===== config.mk =====
export PLATFORM = sky130hd
export DESIGN_NAME = lbp_top
export DESIGN_NICKNAME = d
export VERILOG_FILES = /design/src/shared/lbp_pkg.sv /design/src/shared/lbp_blink_if.sv /design/src/rtl/lbp_blink_chan.sv /design/src/rtl/lbp_top.sv
export SDC_FILE = /design/constraint.sdc
export NUM_CORES = 1
export LEC_CHECK = 0
export ABC_AREA = 1
export BUFFER_PORTS_ARGS = -buffer_cell sky130_fd_sc_hd__buf_2
export CORE_MARGIN = 2
export CORE_UTILIZATION = 63
export CTS_CLUSTER_DIAMETER = 60
export DETAILED_ROUTE_END_ITERATION = 8
export PLACE_DENSITY = 0.87
export SYNTH_ARGS = -nofsm -noshare
export SYNTH_HDL_FRONTEND = slang
export SYNTH_SLANG_ARGS = --single-unit

===== constraint.sdc =====
create_clock -name aclk -period 3.55 [get_ports aclk]
set_clock_uncertainty 0.15 [all_clocks]
set_input_delay 0.1775 -clock aclk [delete_from_list [all_inputs] [get_ports aclk]]
set_output_delay 0.1775 -clock aclk [all_outputs]
set_load 0.02 [all_outputs]

===== src/shared/lbp_pkg.sv =====
// Constants, register map and shared helpers for the blink and PWM block.
package lbp_pkg;

    // ------------------------------------------------------------------
    // Clock and timing
    // ------------------------------------------------------------------
    localparam int LBP_CLK_NS = 40;
    localparam int LBP_TICK_NS = 62_500_000;
    localparam int LBP_TICK_CYC = LBP_TICK_NS / LBP_CLK_NS;
    localparam int LBP_PWM_PERIOD_NS = 2_000_000;
    localparam int LBP_PWM_SLOTS = 256;
    localparam int LBP_PWM_SLOT_CYC = LBP_PWM_PERIOD_NS / (LBP_PWM_SLOTS * LBP_CLK_NS);

    // ------------------------------------------------------------------
    // Register indices, byte address is four times the index
    // ------------------------------------------------------------------
    localparam int LBP_ADDR_W = 10;
    localparam logic [7:0] LBP_IDX_BLINK_PERIOD = 8'h6c;
    localparam logic [7:0] LBP_IDX_BLINK_PULSE = 8'h6d;
    localparam logic [7:0] LBP_IDX_PWM_RATE = 8'h6e;
    localparam logic [7:0] LBP_IDX_PWM_DUTY = 8'h6f;
    localparam logic [7:0] LBP_IDX_SCRATCH = 8'h70;
    localparam logic [7:0] LBP_IDX_REVISION = 8'h80;

    // ------------------------------------------------------------------
    // Field positions and reset values
    // ------------------------------------------------------------------
    localparam int LBP_PER_A_LSB = 0;
    localparam int LBP_PER_B_LSB = 3;
    localparam int LBP_LEN_A_LSB = 0;
    localparam int LBP_LEN_B_LSB = 2;
    localparam int LBP_DBL_A_BIT = 4;
    localparam int LBP_DBL_B_BIT = 5;
    localparam int LBP_BOOT_BIT = 7;
    localparam logic [7:0] LBP_RST_VAL = 8'h00;
    localparam logic [1:0] LBP_RESP_OKAY = 2'h0;
    localparam logic [1:0] LBP_RESP_DECERR = 2'h3;

    // ------------------------------------------------------------------
    // Helpers
    // ------------------------------------------------------------------
    function automatic logic [7:0] lbp_pow2(input logic [2:0] n);
        return 8'h01 << n;
    endfunction

endpackage


===== src/shared/lbp_blink_if.sv =====
// Configuration and output carrier between the top and one blink channel.
`timescale 1ns/1ns
interface lbp_blink_if;
    logic tick;
    logic [2:0] period_sel;
    logic [1:0] pulse_len;
    logic double_pulse;
    logic blink_out;

    modport ctrl
    (
        output tick,
        output period_sel,
        output pulse_len,
        output double_pulse,
        input blink_out
    );

    modport chan
    (
        input tick,
        input period_sel,
        input pulse_len,
        input double_pulse,
        output blink_out
    );
endinterface


===== src/rtl/lbp_blink_chan.sv =====
// One on/off blink pulse generator counting in 62.5 ms ticks.
`timescale 1ns/1ns
module lbp_blink_chan
    import lbp_pkg::*;
(
    input wire logic aclk,
    input wire logic ce,
    input wire logic rst_n,
    lbp_blink_if.chan bif
);

    // ------------------------------------------------------------------
    // Pattern decode
    // ------------------------------------------------------------------
    logic [7:0] pos_q;
    logic out_q;
    wire logic chan_en = (bif.period_sel != 3'h0);
    wire logic [7:0] period_ticks = lbp_pow2(bif.period_sel);
    wire logic [7:0] on_ticks = lbp_pow2({1'b0, bif.pulse_len});
    wire logic [7:0] on2_ticks = 8'(on_ticks << 1);
    wire logic [7:0] on3_ticks = 8'(on2_ticks + on_ticks);
    // Compare with >= so a shorter period written mid-cycle wraps on the next tick.
    wire logic pos_wrap = (pos_q >= 8'(period_ticks - 8'h01));
    wire logic first_on = (pos_q < on_ticks);
    wire logic second_on = bif.double_pulse && (pos_q >= on2_ticks) && (pos_q < on3_ticks);
    wire logic out_d = chan_en && (first_on || second_on);

    // ------------------------------------------------------------------
    // Position counter and output
    // ------------------------------------------------------------------
    always_ff @(posedge aclk)
    begin
        if (!rst_n)
        begin
            pos_q <= 8'h00;
            out_q <= 1'b0;
        end
        else if (ce)
        begin
            if (!chan_en)
                pos_q <= 8'h00;
            else if (bif.tick)
                pos_q <= pos_wrap ? 8'h00 : 8'(pos_q + 8'h01);
            out_q <= out_d;
        end
    end

    assign bif.blink_out = out_q;

endmodule


===== src/rtl/lbp_top.sv =====
// Top of the two-channel blink generator and PWM generator with AXI4-Lite registers.
//
// Behaviour
// - Channel A period code; 000 off, doubles.
// - Channel B period code; same doubling encoding.
// - Channel A pulse length 62.5 to 500 ms.
// - Channel B pulse length 62.5 to 500 ms.
// - Channel A double pulse when pattern set.
// - Channel B double pulse when pattern set.
// - PWM rate code selects 500 down to 62.5 Hz.
// - PWM duty is value over 256.
// - Revision bit seven enables boot mode read.
// - Revision low nibble is read-only silicon code.
// - General reset clears blink and PWM registers.
// - Scratch and revision reset only by full reset.
`timescale 1ns/1ns
module lbp_top
    import lbp_pkg::*;
#(
    parameter int TICK_CYCLES = LBP_TICK_CYC,
    parameter int SLOT_CYCLES = LBP_PWM_SLOT_CYC,
    // Arbitrary revision value.
    parameter logic [3:0] REV_CODE = 4'h5
)
(
    input wire logic aclk,
    input wire logic aresetn,
    input wire logic general_resetn,
    input wire logic ce,
    input wire logic [LBP_ADDR_W-1:0] awaddr,
    input wire logic [2:0] awprot,
    input wire logic awvalid,
    output logic awready,
    input wire logic [31:0] wdata,
    input wire logic [3:0] wstrb,
    input wire logic wvalid,
    output logic wready,
    output logic [1:0] bresp,
    output logic bvalid,
    input wire logic bready,
    input wire logic [LBP_ADDR_W-1:0] araddr,
    input wire logic [2:0] arprot,
    input wire logic arvalid,
    output logic arready,
    output logic [31:0] rdata,
    output logic [1:0] rresp,
    output logic rvalid,
    input wire logic rready,
    output logic blink_out_a,
    output logic blink_out_b,
    output logic pwm_out,
    output logic boot_read_en
);

    // ------------------------------------------------------------------
    // Resets
    // ------------------------------------------------------------------
    // The control registers sit in the general domain, which the full
    // reset also clears; scratch and revision see only the full reset.
    wire logic gen_rst_n = aresetn && general_resetn;

    // ------------------------------------------------------------------
    // Register state
    // ------------------------------------------------------------------
    logic [7:0] blink_period_ctrl_q;
    logic [7:0] blink_pulse_ctrl_q;
    logic [7:0] pwm_rate_ctrl_q;
    logic [7:0] pwm_duty_ctrl_q;
    logic [7:0] scratch_byte_q;
    logic boot_read_en_q;

    // ------------------------------------------------------------------
    // Write channel holding
    // ------------------------------------------------------------------
    logic aw_have_q;
    logic w_have_q;
    logic [LBP_ADDR_W-1:0] aw_addr_q;
    logic [7:0] w_byte_q;
    logic w_lane0_q;
    logic bvalid_q;
    logic [1:0] bresp_q;
    logic arready_q;
    logic rvalid_q;
    logic [31:0] rdata_q;
    logic [1:0] rresp_q;
    logic awready_q;
    logic wready_q;

    wire logic aw_take = awvalid && awready_q;
    wire logic w_take = wvalid && wready_q;
    wire logic wr_fire = aw_have_q && w_have_q && !bvalid_q;
    // Readies are built from the next hold state so they leave a flop.
    wire logic aw_have_d = !wr_fire && (aw_have_q || aw_take);
    wire logic w_have_d = !wr_fire && (w_have_q || w_take);
    wire logic bvalid_d = wr_fire || (bvalid_q && !bready);

    // ------------------------------------------------------------------
    // Address decode
    // ------------------------------------------------------------------
    wire logic [7:0] wr_idx = aw_addr_q[LBP_ADDR_W-1:2];
    wire logic wr_algn = (aw_addr_q[1:0] == 2'h0);
    wire logic wr_en = wr_fire && w_lane0_q;
    wire logic wr_period = wr_algn && (wr_idx == LBP_IDX_BLINK_PERIOD);
    wire logic wr_pulse = wr_algn && (wr_idx == LBP_IDX_BLINK_PULSE);
    wire logic wr_rate = wr_algn && (wr_idx == LBP_IDX_PWM_RATE);
    wire logic wr_duty = wr_algn && (wr_idx == LBP_IDX_PWM_DUTY);
    wire logic wr_scratch = wr_algn && (wr_idx == LBP_IDX_SCRATCH);
    wire logic wr_rev = wr_algn && (wr_idx == LBP_IDX_REVISION);
    wire logic wr_hit = wr_period || wr_pulse || wr_rate || wr_duty || wr_scratch || wr_rev;

    wire logic [7:0] rd_idx = araddr[LBP_ADDR_W-1:2];
    wire logic rd_algn = (araddr[1:0] == 2'h0);
    wire logic rd_period = rd_algn && (rd_idx == LBP_IDX_BLINK_PERIOD);
    wire logic rd_pulse = rd_algn && (rd_idx == LBP_IDX_BLINK_PULSE);
    wire logic rd_rate = rd_algn && (rd_idx == LBP_IDX_PWM_RATE);
    wire logic rd_duty = rd_algn && (rd_idx == LBP_IDX_PWM_DUTY);
    wire logic rd_scratch = rd_algn && (rd_idx == LBP_IDX_SCRATCH);
    wire logic rd_rev = rd_algn && (rd_idx == LBP_IDX_REVISION);
    wire logic rd_hit = rd_period || rd_pulse || rd_rate || rd_duty || rd_scratch || rd_rev;
    wire logic ar_take = arvalid && arready_q;

    // Reserved bits are never stored, so they read back as zero.
    wire logic [7:0] rev_view = {boot_read_en_q, 3'h0, REV_CODE};
    wire logic [7:0] rd_byte =
        rd_period ? blink_period_ctrl_q :
        rd_pulse ? blink_pulse_ctrl_q :
        rd_rate ? pwm_rate_ctrl_q :
        rd_duty ? pwm_duty_ctrl_q :
        rd_scratch ? scratch_byte_q :
        rd_rev ? rev_view : 8'h00;

    // ------------------------------------------------------------------
    // Bus handshake
    // ------------------------------------------------------------------
    always_ff @(posedge aclk)
    begin
        if (!aresetn)
        begin
            aw_have_q <= 1'b0;
            w_have_q <= 1'b0;
            aw_addr_q <= '0;
            w_byte_q <= 8'h00;
            w_lane0_q <= 1'b0;
            bvalid_q <= 1'b0;
            bresp_q <= LBP_RESP_OKAY;
            awready_q <= 1'b1;
            wready_q <= 1'b1;
        end
        else if (ce)
        begin
            awready_q <= !aw_have_d && !bvalid_d;
            wready_q <= !w_have_d && !bvalid_d;
            if (aw_take)
            begin
                aw_have_q <= 1'b1;
                aw_addr_q <= awaddr;
            end
            if (w_take)
            begin
                w_have_q <= 1'b1;
                w_byte_q <= wdata[7:0];
                w_lane0_q <= wstrb[0];
            end
            if (wr_fire)
            begin
                aw_have_q <= 1'b0;
                w_have_q <= 1'b0;
                bvalid_q <= 1'b1;
                bresp_q <= wr_hit ? LBP_RESP_OKAY : LBP_RESP_DECERR;
            end
            else if (bvalid_q && bready)
                bvalid_q <= 1'b0;
        end
    end

    always_ff @(posedge aclk)
    begin
        if (!aresetn)
        begin
            arready_q <= 1'b1;
            rvalid_q <= 1'b0;
            rdata_q <= 32'h0000_0000;
            rresp_q <= LBP_RESP_OKAY;
        end
        else if (ce)
        begin
            if (ar_take)
            begin
                arready_q <= 1'b0;
                rvalid_q <= 1'b1;
                rdata_q <= {24'h00_0000, rd_byte};
                rresp_q <= rd_hit ? LBP_RESP_OKAY : LBP_RESP_DECERR;
            end
            else if (rvalid_q && rready)
            begin
                rvalid_q <= 1'b0;
                arready_q <= 1'b1;
            end
        end
    end

    // ------------------------------------------------------------------
    // Control registers, general domain
    // ------------------------------------------------------------------
    always_ff @(posedge aclk)
    begin
        if (!gen_rst_n)
        begin
            blink_period_ctrl_q <= LBP_RST_VAL;
            blink_pulse_ctrl_q <= LBP_RST_VAL;
            pwm_rate_ctrl_q <= LBP_RST_VAL;
            pwm_duty_ctrl_q <= LBP_RST_VAL;
        end
        else if (ce && wr_en)
        begin
            if (wr_period)
                blink_period_ctrl_q <= {2'h0, w_byte_q[5:0]};
            if (wr_pulse)
                blink_pulse_ctrl_q <= {2'h0, w_byte_q[5:0]};
            if (wr_rate)
                pwm_rate_ctrl_q <= {6'h00, w_byte_q[1:0]};
            if (wr_duty)
                pwm_duty_ctrl_q <= w_byte_q;
        end
    end

    // ------------------------------------------------------------------
    // Scratch and revision, full domain only
    // ------------------------------------------------------------------
    always_ff @(posedge aclk)
    begin
        if (!aresetn)
        begin
            scratch_byte_q <= LBP_RST_VAL;
            boot_read_en_q <= 1'b0;
        end
        else if (ce && wr_en)
        begin
            if (wr_scratch)
                scratch_byte_q <= w_byte_q;
            if (wr_rev)
                boot_read_en_q <= w_byte_q[LBP_BOOT_BIT];
        end
    end

    // ------------------------------------------------------------------
    // Blink tick, one pulse every 62.5 ms
    // ------------------------------------------------------------------
    localparam int TICK_W = $clog2(TICK_CYCLES + 1);
    logic [TICK_W-1:0] tick_cnt_q;
    logic tick_q;
    wire logic tick_end = (tick_cnt_q == TICK_W'(TICK_CYCLES - 1));

    always_ff @(posedge aclk)
    begin
        if (!gen_rst_n)
        begin
            tick_cnt_q <= '0;
            tick_q <= 1'b0;
        end
        else if (ce)
        begin
            tick_cnt_q <= tick_end ? '0 : TICK_W'(tick_cnt_q + 1'b1);
            tick_q <= tick_end;
        end
    end

    // ------------------------------------------------------------------
    // Blink channels
    // ------------------------------------------------------------------
    lbp_blink_if bif_a ();
    lbp_blink_if bif_b ();

    assign bif_a.tick = tick_q;
    assign bif_a.period_sel = blink_period_ctrl_q[LBP_PER_A_LSB +: 3];
    assign bif_a.pulse_len = blink_pulse_ctrl_q[LBP_LEN_A_LSB +: 2];
    assign bif_a.double_pulse = blink_pulse_ctrl_q[LBP_DBL_A_BIT];
    assign bif_b.tick = tick_q;
    assign bif_b.period_sel = blink_period_ctrl_q[LBP_PER_B_LSB +: 3];
    assign bif_b.pulse_len = blink_pulse_ctrl_q[LBP_LEN_B_LSB +: 2];
    assign bif_b.double_pulse = blink_pulse_ctrl_q[LBP_DBL_B_BIT];

    lbp_blink_chan u_chan_a
    (
        .aclk(aclk),
        .ce(ce),
        .rst_n(gen_rst_n),
        .bif(bif_a)
    );

    lbp_blink_chan u_chan_b
    (
        .aclk(aclk),
        .ce(ce),
        .rst_n(gen_rst_n),
        .bif(bif_b)
    );

    // ------------------------------------------------------------------
    // PWM generator
    // ------------------------------------------------------------------
    // The 2 ms base period is not a whole number of 40 ns cycles per slot,
    // so each slot rounds down and the real rate runs slightly fast.
    localparam int DIV_W = $clog2((SLOT_CYCLES << 3) + 1);
    logic [DIV_W-1:0] slot_div_q;
    logic [7:0] slot_q;
    logic pwm_q;
    wire logic [DIV_W-1:0] slot_lim = DIV_W'((SLOT_CYCLES << pwm_rate_ctrl_q[1:0]) - 1);
    wire logic slot_end = (slot_div_q >= slot_lim);
    wire logic pwm_d = (slot_q < pwm_duty_ctrl_q);

    always_ff @(posedge aclk)
    begin
        if (!gen_rst_n)
        begin
            slot_div_q <= '0;
            slot_q <= 8'h00;
            pwm_q <= 1'b0;
        end
        else if (ce)
        begin
            slot_div_q <= slot_end ? '0 : DIV_W'(slot_div_q + 1'b1);
            if (slot_end)
                slot_q <= 8'(slot_q + 8'h01);
            pwm_q <= pwm_d;
        end
    end

    // ------------------------------------------------------------------
    // Outputs
    // ------------------------------------------------------------------
    assign awready = awready_q;
    assign wready = wready_q;
    assign bvalid = bvalid_q;
    assign bresp = bresp_q;
    assign arready = arready_q;
    assign rvalid = rvalid_q;
    assign rdata = rdata_q;
    assign rresp = rresp_q;
    assign blink_out_a = bif_a.blink_out;
    assign blink_out_b = bif_b.blink_out;
    assign pwm_out = pwm_q;
    assign boot_read_en = boot_read_en_q;

endmodule


# --- Word-level counts from Yosys, hierarchy flattened ---
# Index checks and enable logic that the tools add are counted.
word_totals:
  regBits: 129
  output_inout_bits: 45
classes:
  add_sub_neg: 10
  order_cmp: 10
  eq_ne: 15
  shift: 5
  muxes: 26
  n_reduce_logical: 79
ops:
  columns: ["operator", "count"]
  rows:
  - ["8-bit two-way mux", 12]
  - ["8-bit by 7-bit equality test with 1-bit output, second input constant", 10]
  - ["8-bit less-than comparator", 5]
  - ["2-bit AND reduction", 17]
  - ["1-bit logical AND", 33]
  - ["8-bit >= comparator", 4]
  - ["8-bit by 1-bit adder with 8-bit output, second input constant", 3]
  - ["21-bit by 1-bit adder with 21-bit output, second input constant", 1]
  - ["21-bit equality test, second input constant", 1]
  - ["21-bit two-way mux", 1]
  - ["8-bit adder", 2]
  - ["8-bit equality test, second input constant", 2]
  - ["1-bit by 2-bit << shifter with 8-bit output, first input constant", 2]
  - ["1-bit by 3-bit << shifter with 8-bit output, first input constant", 2]
  - ["8-bit by 1-bit subtractor with 8-bit output, second input constant", 2]
  - ["1-bit logical OR", 15]
  - ["11-bit by 1-bit adder with 11-bit output, second input constant", 1]
  - ["11-bit >= comparator", 1]
  - ["11-bit two-way mux", 1]
  - ["8-bit by 2-bit << shifter with 11-bit output, first input constant", 1]
  - ["11-bit by 2-bit subtractor with 11-bit output, second input constant", 1]
  - ["1-bit two-way mux", 10]
  - ["2-bit nonzero test", 4]
  - ["1-bit logical NOT", 6]
  - ["other kinds (4)", 8]

# --- Longest topological paths before layout ---
logic_depth:
  depth_word: 8
  mapped_depth: 15
  depth_no_buf: 14

# --- Modules after synthesis ---
# A second synthesis with hierarchy kept.
hier_totals:
  cells_unflattened: 1145
  area_unflattened_um2: 8156.6
by_module_without_submodules:
  columns: ["module", "instances", "cells_per_inst", "area_each_um2", "seq_area_each_um2"]
  rows:
  - ["lbp_top", 1, 791, 5759.3, 2182.1]
  - ["lbp_blink_chan", 2, 177, 1198.6, 180.2]

# --- Worst setup path after synthesis ---
# No wires, ideal clock.
synth_timing:
  kind: "reg2reg"
  from: "register blink_period_ctrl_q[0]"
  to: "register u_chan_a.pos_q[3]"
  arrival_ns: 2.122
  required_ns: 3.330
  path_slack_ns: 1.207
  stages_incl_launch_ff: 15
  cell_sequence: "dfxtp_1 nor2_1 nand2_1 ha_1 inv_1 xor2_1 inv_1 ha_1 nand2_1 o21ai_0 nand2_1 nand3_1 nor2_1 nand3_1 a21oi_1"
synth_between:
  elab_chain_len: 6
  word_cells_on_any_way: 9
  classes_between: "1 x add/sub; 1 x order compare; 1 x eq/ne; 1 x shift; 3 x mux; 2 x reduce/logical"
synth_rtl:
  columns: ["item", "line", "text"]
  rows:
  - ["start: declaration", "lbp_top.sv:65", "logic [7:0] blink_period_ctrl_q;"]
  - ["start signal: assignment", "lbp_top.sv:217", "blink_period_ctrl_q <= {2'h0, w_byte_q[5:0]};"]
  - ["1-bit by 3-bit << shifter with 8-bit output", "lbp_pkg.sv:43", "return 8'h01 << n;"]
  - ["8-bit by 1-bit subtractor with 8-bit output", "lbp_blink_chan.sv:23", "wire logic pos_wrap = (pos_q >= 8'(period_ticks - 8'h01));"]
  - ["8-bit >= comparator", "lbp_blink_chan.sv:23", null]
  - ["8-bit two-way mux", "lbp_blink_chan.sv:43", "pos_q <= pos_wrap ? 8'h00 : 8'(pos_q + 8'h01);"]
  - ["8-bit two-way mux", "lbp_blink_chan.sv:42", "else if (bif.tick)"]
  - ["8-bit two-way mux", "lbp_blink_chan.sv:40", "if (!chan_en)"]
  - ["end signal: assignment", "lbp_blink_chan.sv:43", null]
  - ["end: declaration", "lbp_blink_chan.sv:15", "logic [7:0] pos_q;"]
# Parallel ways exist; a longest one is shown, timed or not. The select of a mux whose other input is x is not followed.
# A chain may end at the register's enable or synchronous reset.

# --- Final worst setup path ---
layout_timing:
  from: "register blink_period_ctrl_q[1]"
  to: "register u_chan_a.pos_q[3]"
# Same word-level chain as after synthesis.

==> summary.txt <==
Worst setup path
  • Setup crit start kind: flip-flop
  • CP Capture Type: flip-flop
  • CP max FO: 8
  • Critical Path AT: between 3 and 4 ns
  • Setup CP Type: reg2reg
  • CP Data Required Time: between 3 and 4 ns

CTS
  • Total clock sinks: between 100 and 150
  • Setup bufs post-CTS: 0
  • Root buffer cell: clkbuf_16
  • Num CTS Buffers: 17
  • Clk_lat worst skew: around 0.43 ns
  • Post-CTS resize count: 0
  • H-Tree Depth: 4
  • CTS max path bufs: 2
  • CTS tree: done
  • Clock transition at the registers of the reported paths: approximately 0.06 ns

Synthesis
  • Area contributors post-synth: dfxtp_1 (31%), ha_1 (12%), nand2_1 (9.6%)
  • Synth async-reset ratio: 0%
  • Synth Cell Area: 8140 µm²
  • Top cell type by total area after synthesis: dfxtp_1
  • Sequential area share after synthesis: between 30% and 40%
  • Ys Warns: 0
  • Post-Syn Instances: 1135
  • Mean post-synth cell area: ~7.2 µm²
  • Main synth FF type: dfxtp_1
  • Yosys top cell area share: 31.23%
  • Netlist cell types: around 50
  • Number of synthesized flops with an enable pin: 0
  • Yosys reg bits: around 130

Place
  • Port Buffers: 58
  • Placed Instances: between 1000 and 1500
  • DPL Wire Length: between 10000 and 15000 µm
  • GP Congestion: 0.9455
  • Setup WS pre-CTS: 0.8100 ns
  • Dpl cell area: 8431 µm²

Finish
  • Layout cells sized above 1: about an eighth
  • Area Overhead vs Synth: 13.39%
  • Final Cell Area: ~9200 µm²
  • N_diodes: 0
  • Most common cell after layout, fill and taps aside: nand2_1
  • Register Area: about 2500 µm²
  • Final non-filler cell total: ~1400
  • Multi-input logic area: just under 5000 µm²
  • # nets final: 1361
  • Most frequent cells in the layout: nand2_1 (207), inv_1 (130), nor2_1 (130), dfxtp_1 (127), a21oi_1 (107)
  • Fin util: 73.14%
  • Fillers: approximately 940

Drt
  • Routed wire length: between 15000 and 20000 µm
  • Drt initial violations: ~650
  • Vias/cell: about 5.5
  • WL/cell: 13.92 µm
  • Pre-antenna DRT Iters: 6
  • Vias: ~7700
  • # DRC: 0
  • Post-DRT Antenna Nets: 0

STA
  • Setup WS post-layout: between 0.7 and 0.8 ns
  • Max_slew headroom: between 40% and 50%
  • Endpoints failing setup: 0
  • Count of pins over their slew limit: 0
  • Setup TNS: 0 ns
  • Max Freq: roughly 0.35 GHz
  • Worst Max-Slew Pin Slew: between 0.7 and 0.8 ns
  • Final worst path period need: 2.839 ns
  • RSZ-0062 raised after global routing: no
  • Final hold vios: 0
  • Crit share post-route: roughly four fifths

Floorplan
  • Initial Utilization: between 60% and 70%
  • Io pins: 116
  • DIE HEIGHT: between 100 and 150 µm
  • Horiz. Die Dim: 117.7 µm
  • Row cnt: roughly 40
  • Die ar.: roughly 14000 µm²
  • Floorplan core area: 12620 µm²

GRT
  • Vias in the first global route: 7148
  • Tot GR Track Use: 28.32%
  • GRT Residual Overflow: 0
  • First-pass GRT wire length: between 30000 and 40000 µm
  • Initial antenna violation count: 0
  • Largest net degree at the start of global routing: 50

Job
  • Maxcap violations: 0

Outcome
  • Outcome: complete, no violations

Pwr
  • Leak pwr: around 4.0 nW
  • Peak VDD IR: between 0.0004 and 0.0005 V
  • PD cells: approximately 370 nW/µm²

Min path
  • Worst Hold Class: in2reg
-- final timing paths --
| check | from | to | slack [ns] | depth (start not counted) |
|---|---|---|---|---|
| min | araddr[0] | rdata[6]$_SDFFE_PN0P_ | 0.13 | 6 |
| max | blink_period_ctrl_q[1]$_SDFFE_PN0P_ | u_chan_a.pos_q[3]$_SDFFE_PN0P_ | 0.71 | 14 |
| min reg2reg | u_chan_a.bif.blink_out$_SDFFE_PN0P_ | u_chan_a.bif.blink_out$_SDFFE_PN0P_ | 0.31 | 2 |
| max reg2reg | blink_period_ctrl_q[1]$_SDFFE_PN0P_ | u_chan_a.pos_q[3]$_SDFFE_PN0P_ | 0.71 | 14 |
-- Yosys cell counts (all sizes together) (2+ instances only) --
cell	n
nand2	216
nor2	145
inv	138
dfxtp	127
a21oi	107
ha	80
nand3	69
o21ai	60
buf	42
nand4	35
nor3	24
a211oi	20
xor2	19
clkbuf	12
xnor2	8
o21a	7
nor3b	3
nor4	3
o211ai	3
or2	3
a21boi	2
a32oi	2
conb	2
nand3b	2
-- sequential cells by signal, indices dropped and copies added (netlist names), 2 cells and up --
name,cells
aw_addr_q,10
blink_period_ctrl_q,6
blink_pulse_ctrl_q,6
pwm_duty_ctrl_q,8
pwm_rate_ctrl_q,2
rdata,8
scratch_byte_q,8
slot_div_q,11
slot_q,8
tick_cnt_q,21
u_chan_a.pos_q,8
u_chan_b.pos_q,8
w_byte_q,8
-- metrics by stage --
stage	power (W)	hold slack (ns)
2_1_floorplan	0.001655	0.1659
3_3_place_gp	0.001692	0.2902
3_5_place_dp	0.001697	0.3012
4_1_cts	0.003373	0.08705
5_1_grt	0.003474	0.1329
6_report	0.003375	0.1274
-- worst max-delay path, stage by stage, from the launching register on --
cell and delay, ns:
dfxtp_1 0.36, nor2_1 0.23, nand2_1 0.16, ha_1 0.25
o21ai_0 0.11, o21ai_0 0.11, o21ai_0 0.12, ha_1 0.29
nand2_1 0.10, nor2_1 0.07, nand4_1 0.07, nand3_1 0.07
nor2_1 0.40, nand3_1 0.12, a21oi_1 0.15
-- where the power goes --
part           leakage, nW  total, W  internal, W  switching, W
sequential            1.03   0.00147      0.00145     0.0000164
combinational         2.65  0.000235    0.0000696      0.000165
clock                0.280   0.00167     0.000927      0.000747
total                 3.96   0.00337      0.00245      0.000929
-- area by class of cell --
class | count | share of cell area (%)
Timing Repair Buffer | 86 | 6.046
Clock buffer | 17 | 4.609
Inverter | 139 | 5.680
Sequential cell | 127 | 27.55
Multi-Input combinational cell | 839 | 52.23
Clock inverter | 15 | 1.559
Tap cell | 172 | 2.332
-- metal layers --
| layer | track usage [%] | vias to the layer above | routed length, µm |
|---|---|---|---|
| met5 | 0 | - | 0 |
| met4 | 11.14 | 0 | 571 |
| met3 | 6.541 | 52 | 1158 |
| met2 | 48.15 | 282 | 9400 |
| met1 | 34.67 | 3463 | 8294 |
| li1 | - | 3857 | - |
-- logic make-up after synthesis --
kind of cell | share of synthesized area [%]
DFF | 31.23
buffers and inverters | 10.68
other | 0.09226
and+or+nand+nor | 28.51
AOI/OAI and AO/OA | 14.28
adders and majority gates | 12.30
xor gates and xnor gates | 2.905
-- what timing repair did --
item	in CTS	in global routing
hold endpoints to repair	24	0
setup endpoints to repair	0	0
hold buffers	23	0
Note: power is estimated with default switching activity, not from simulation.
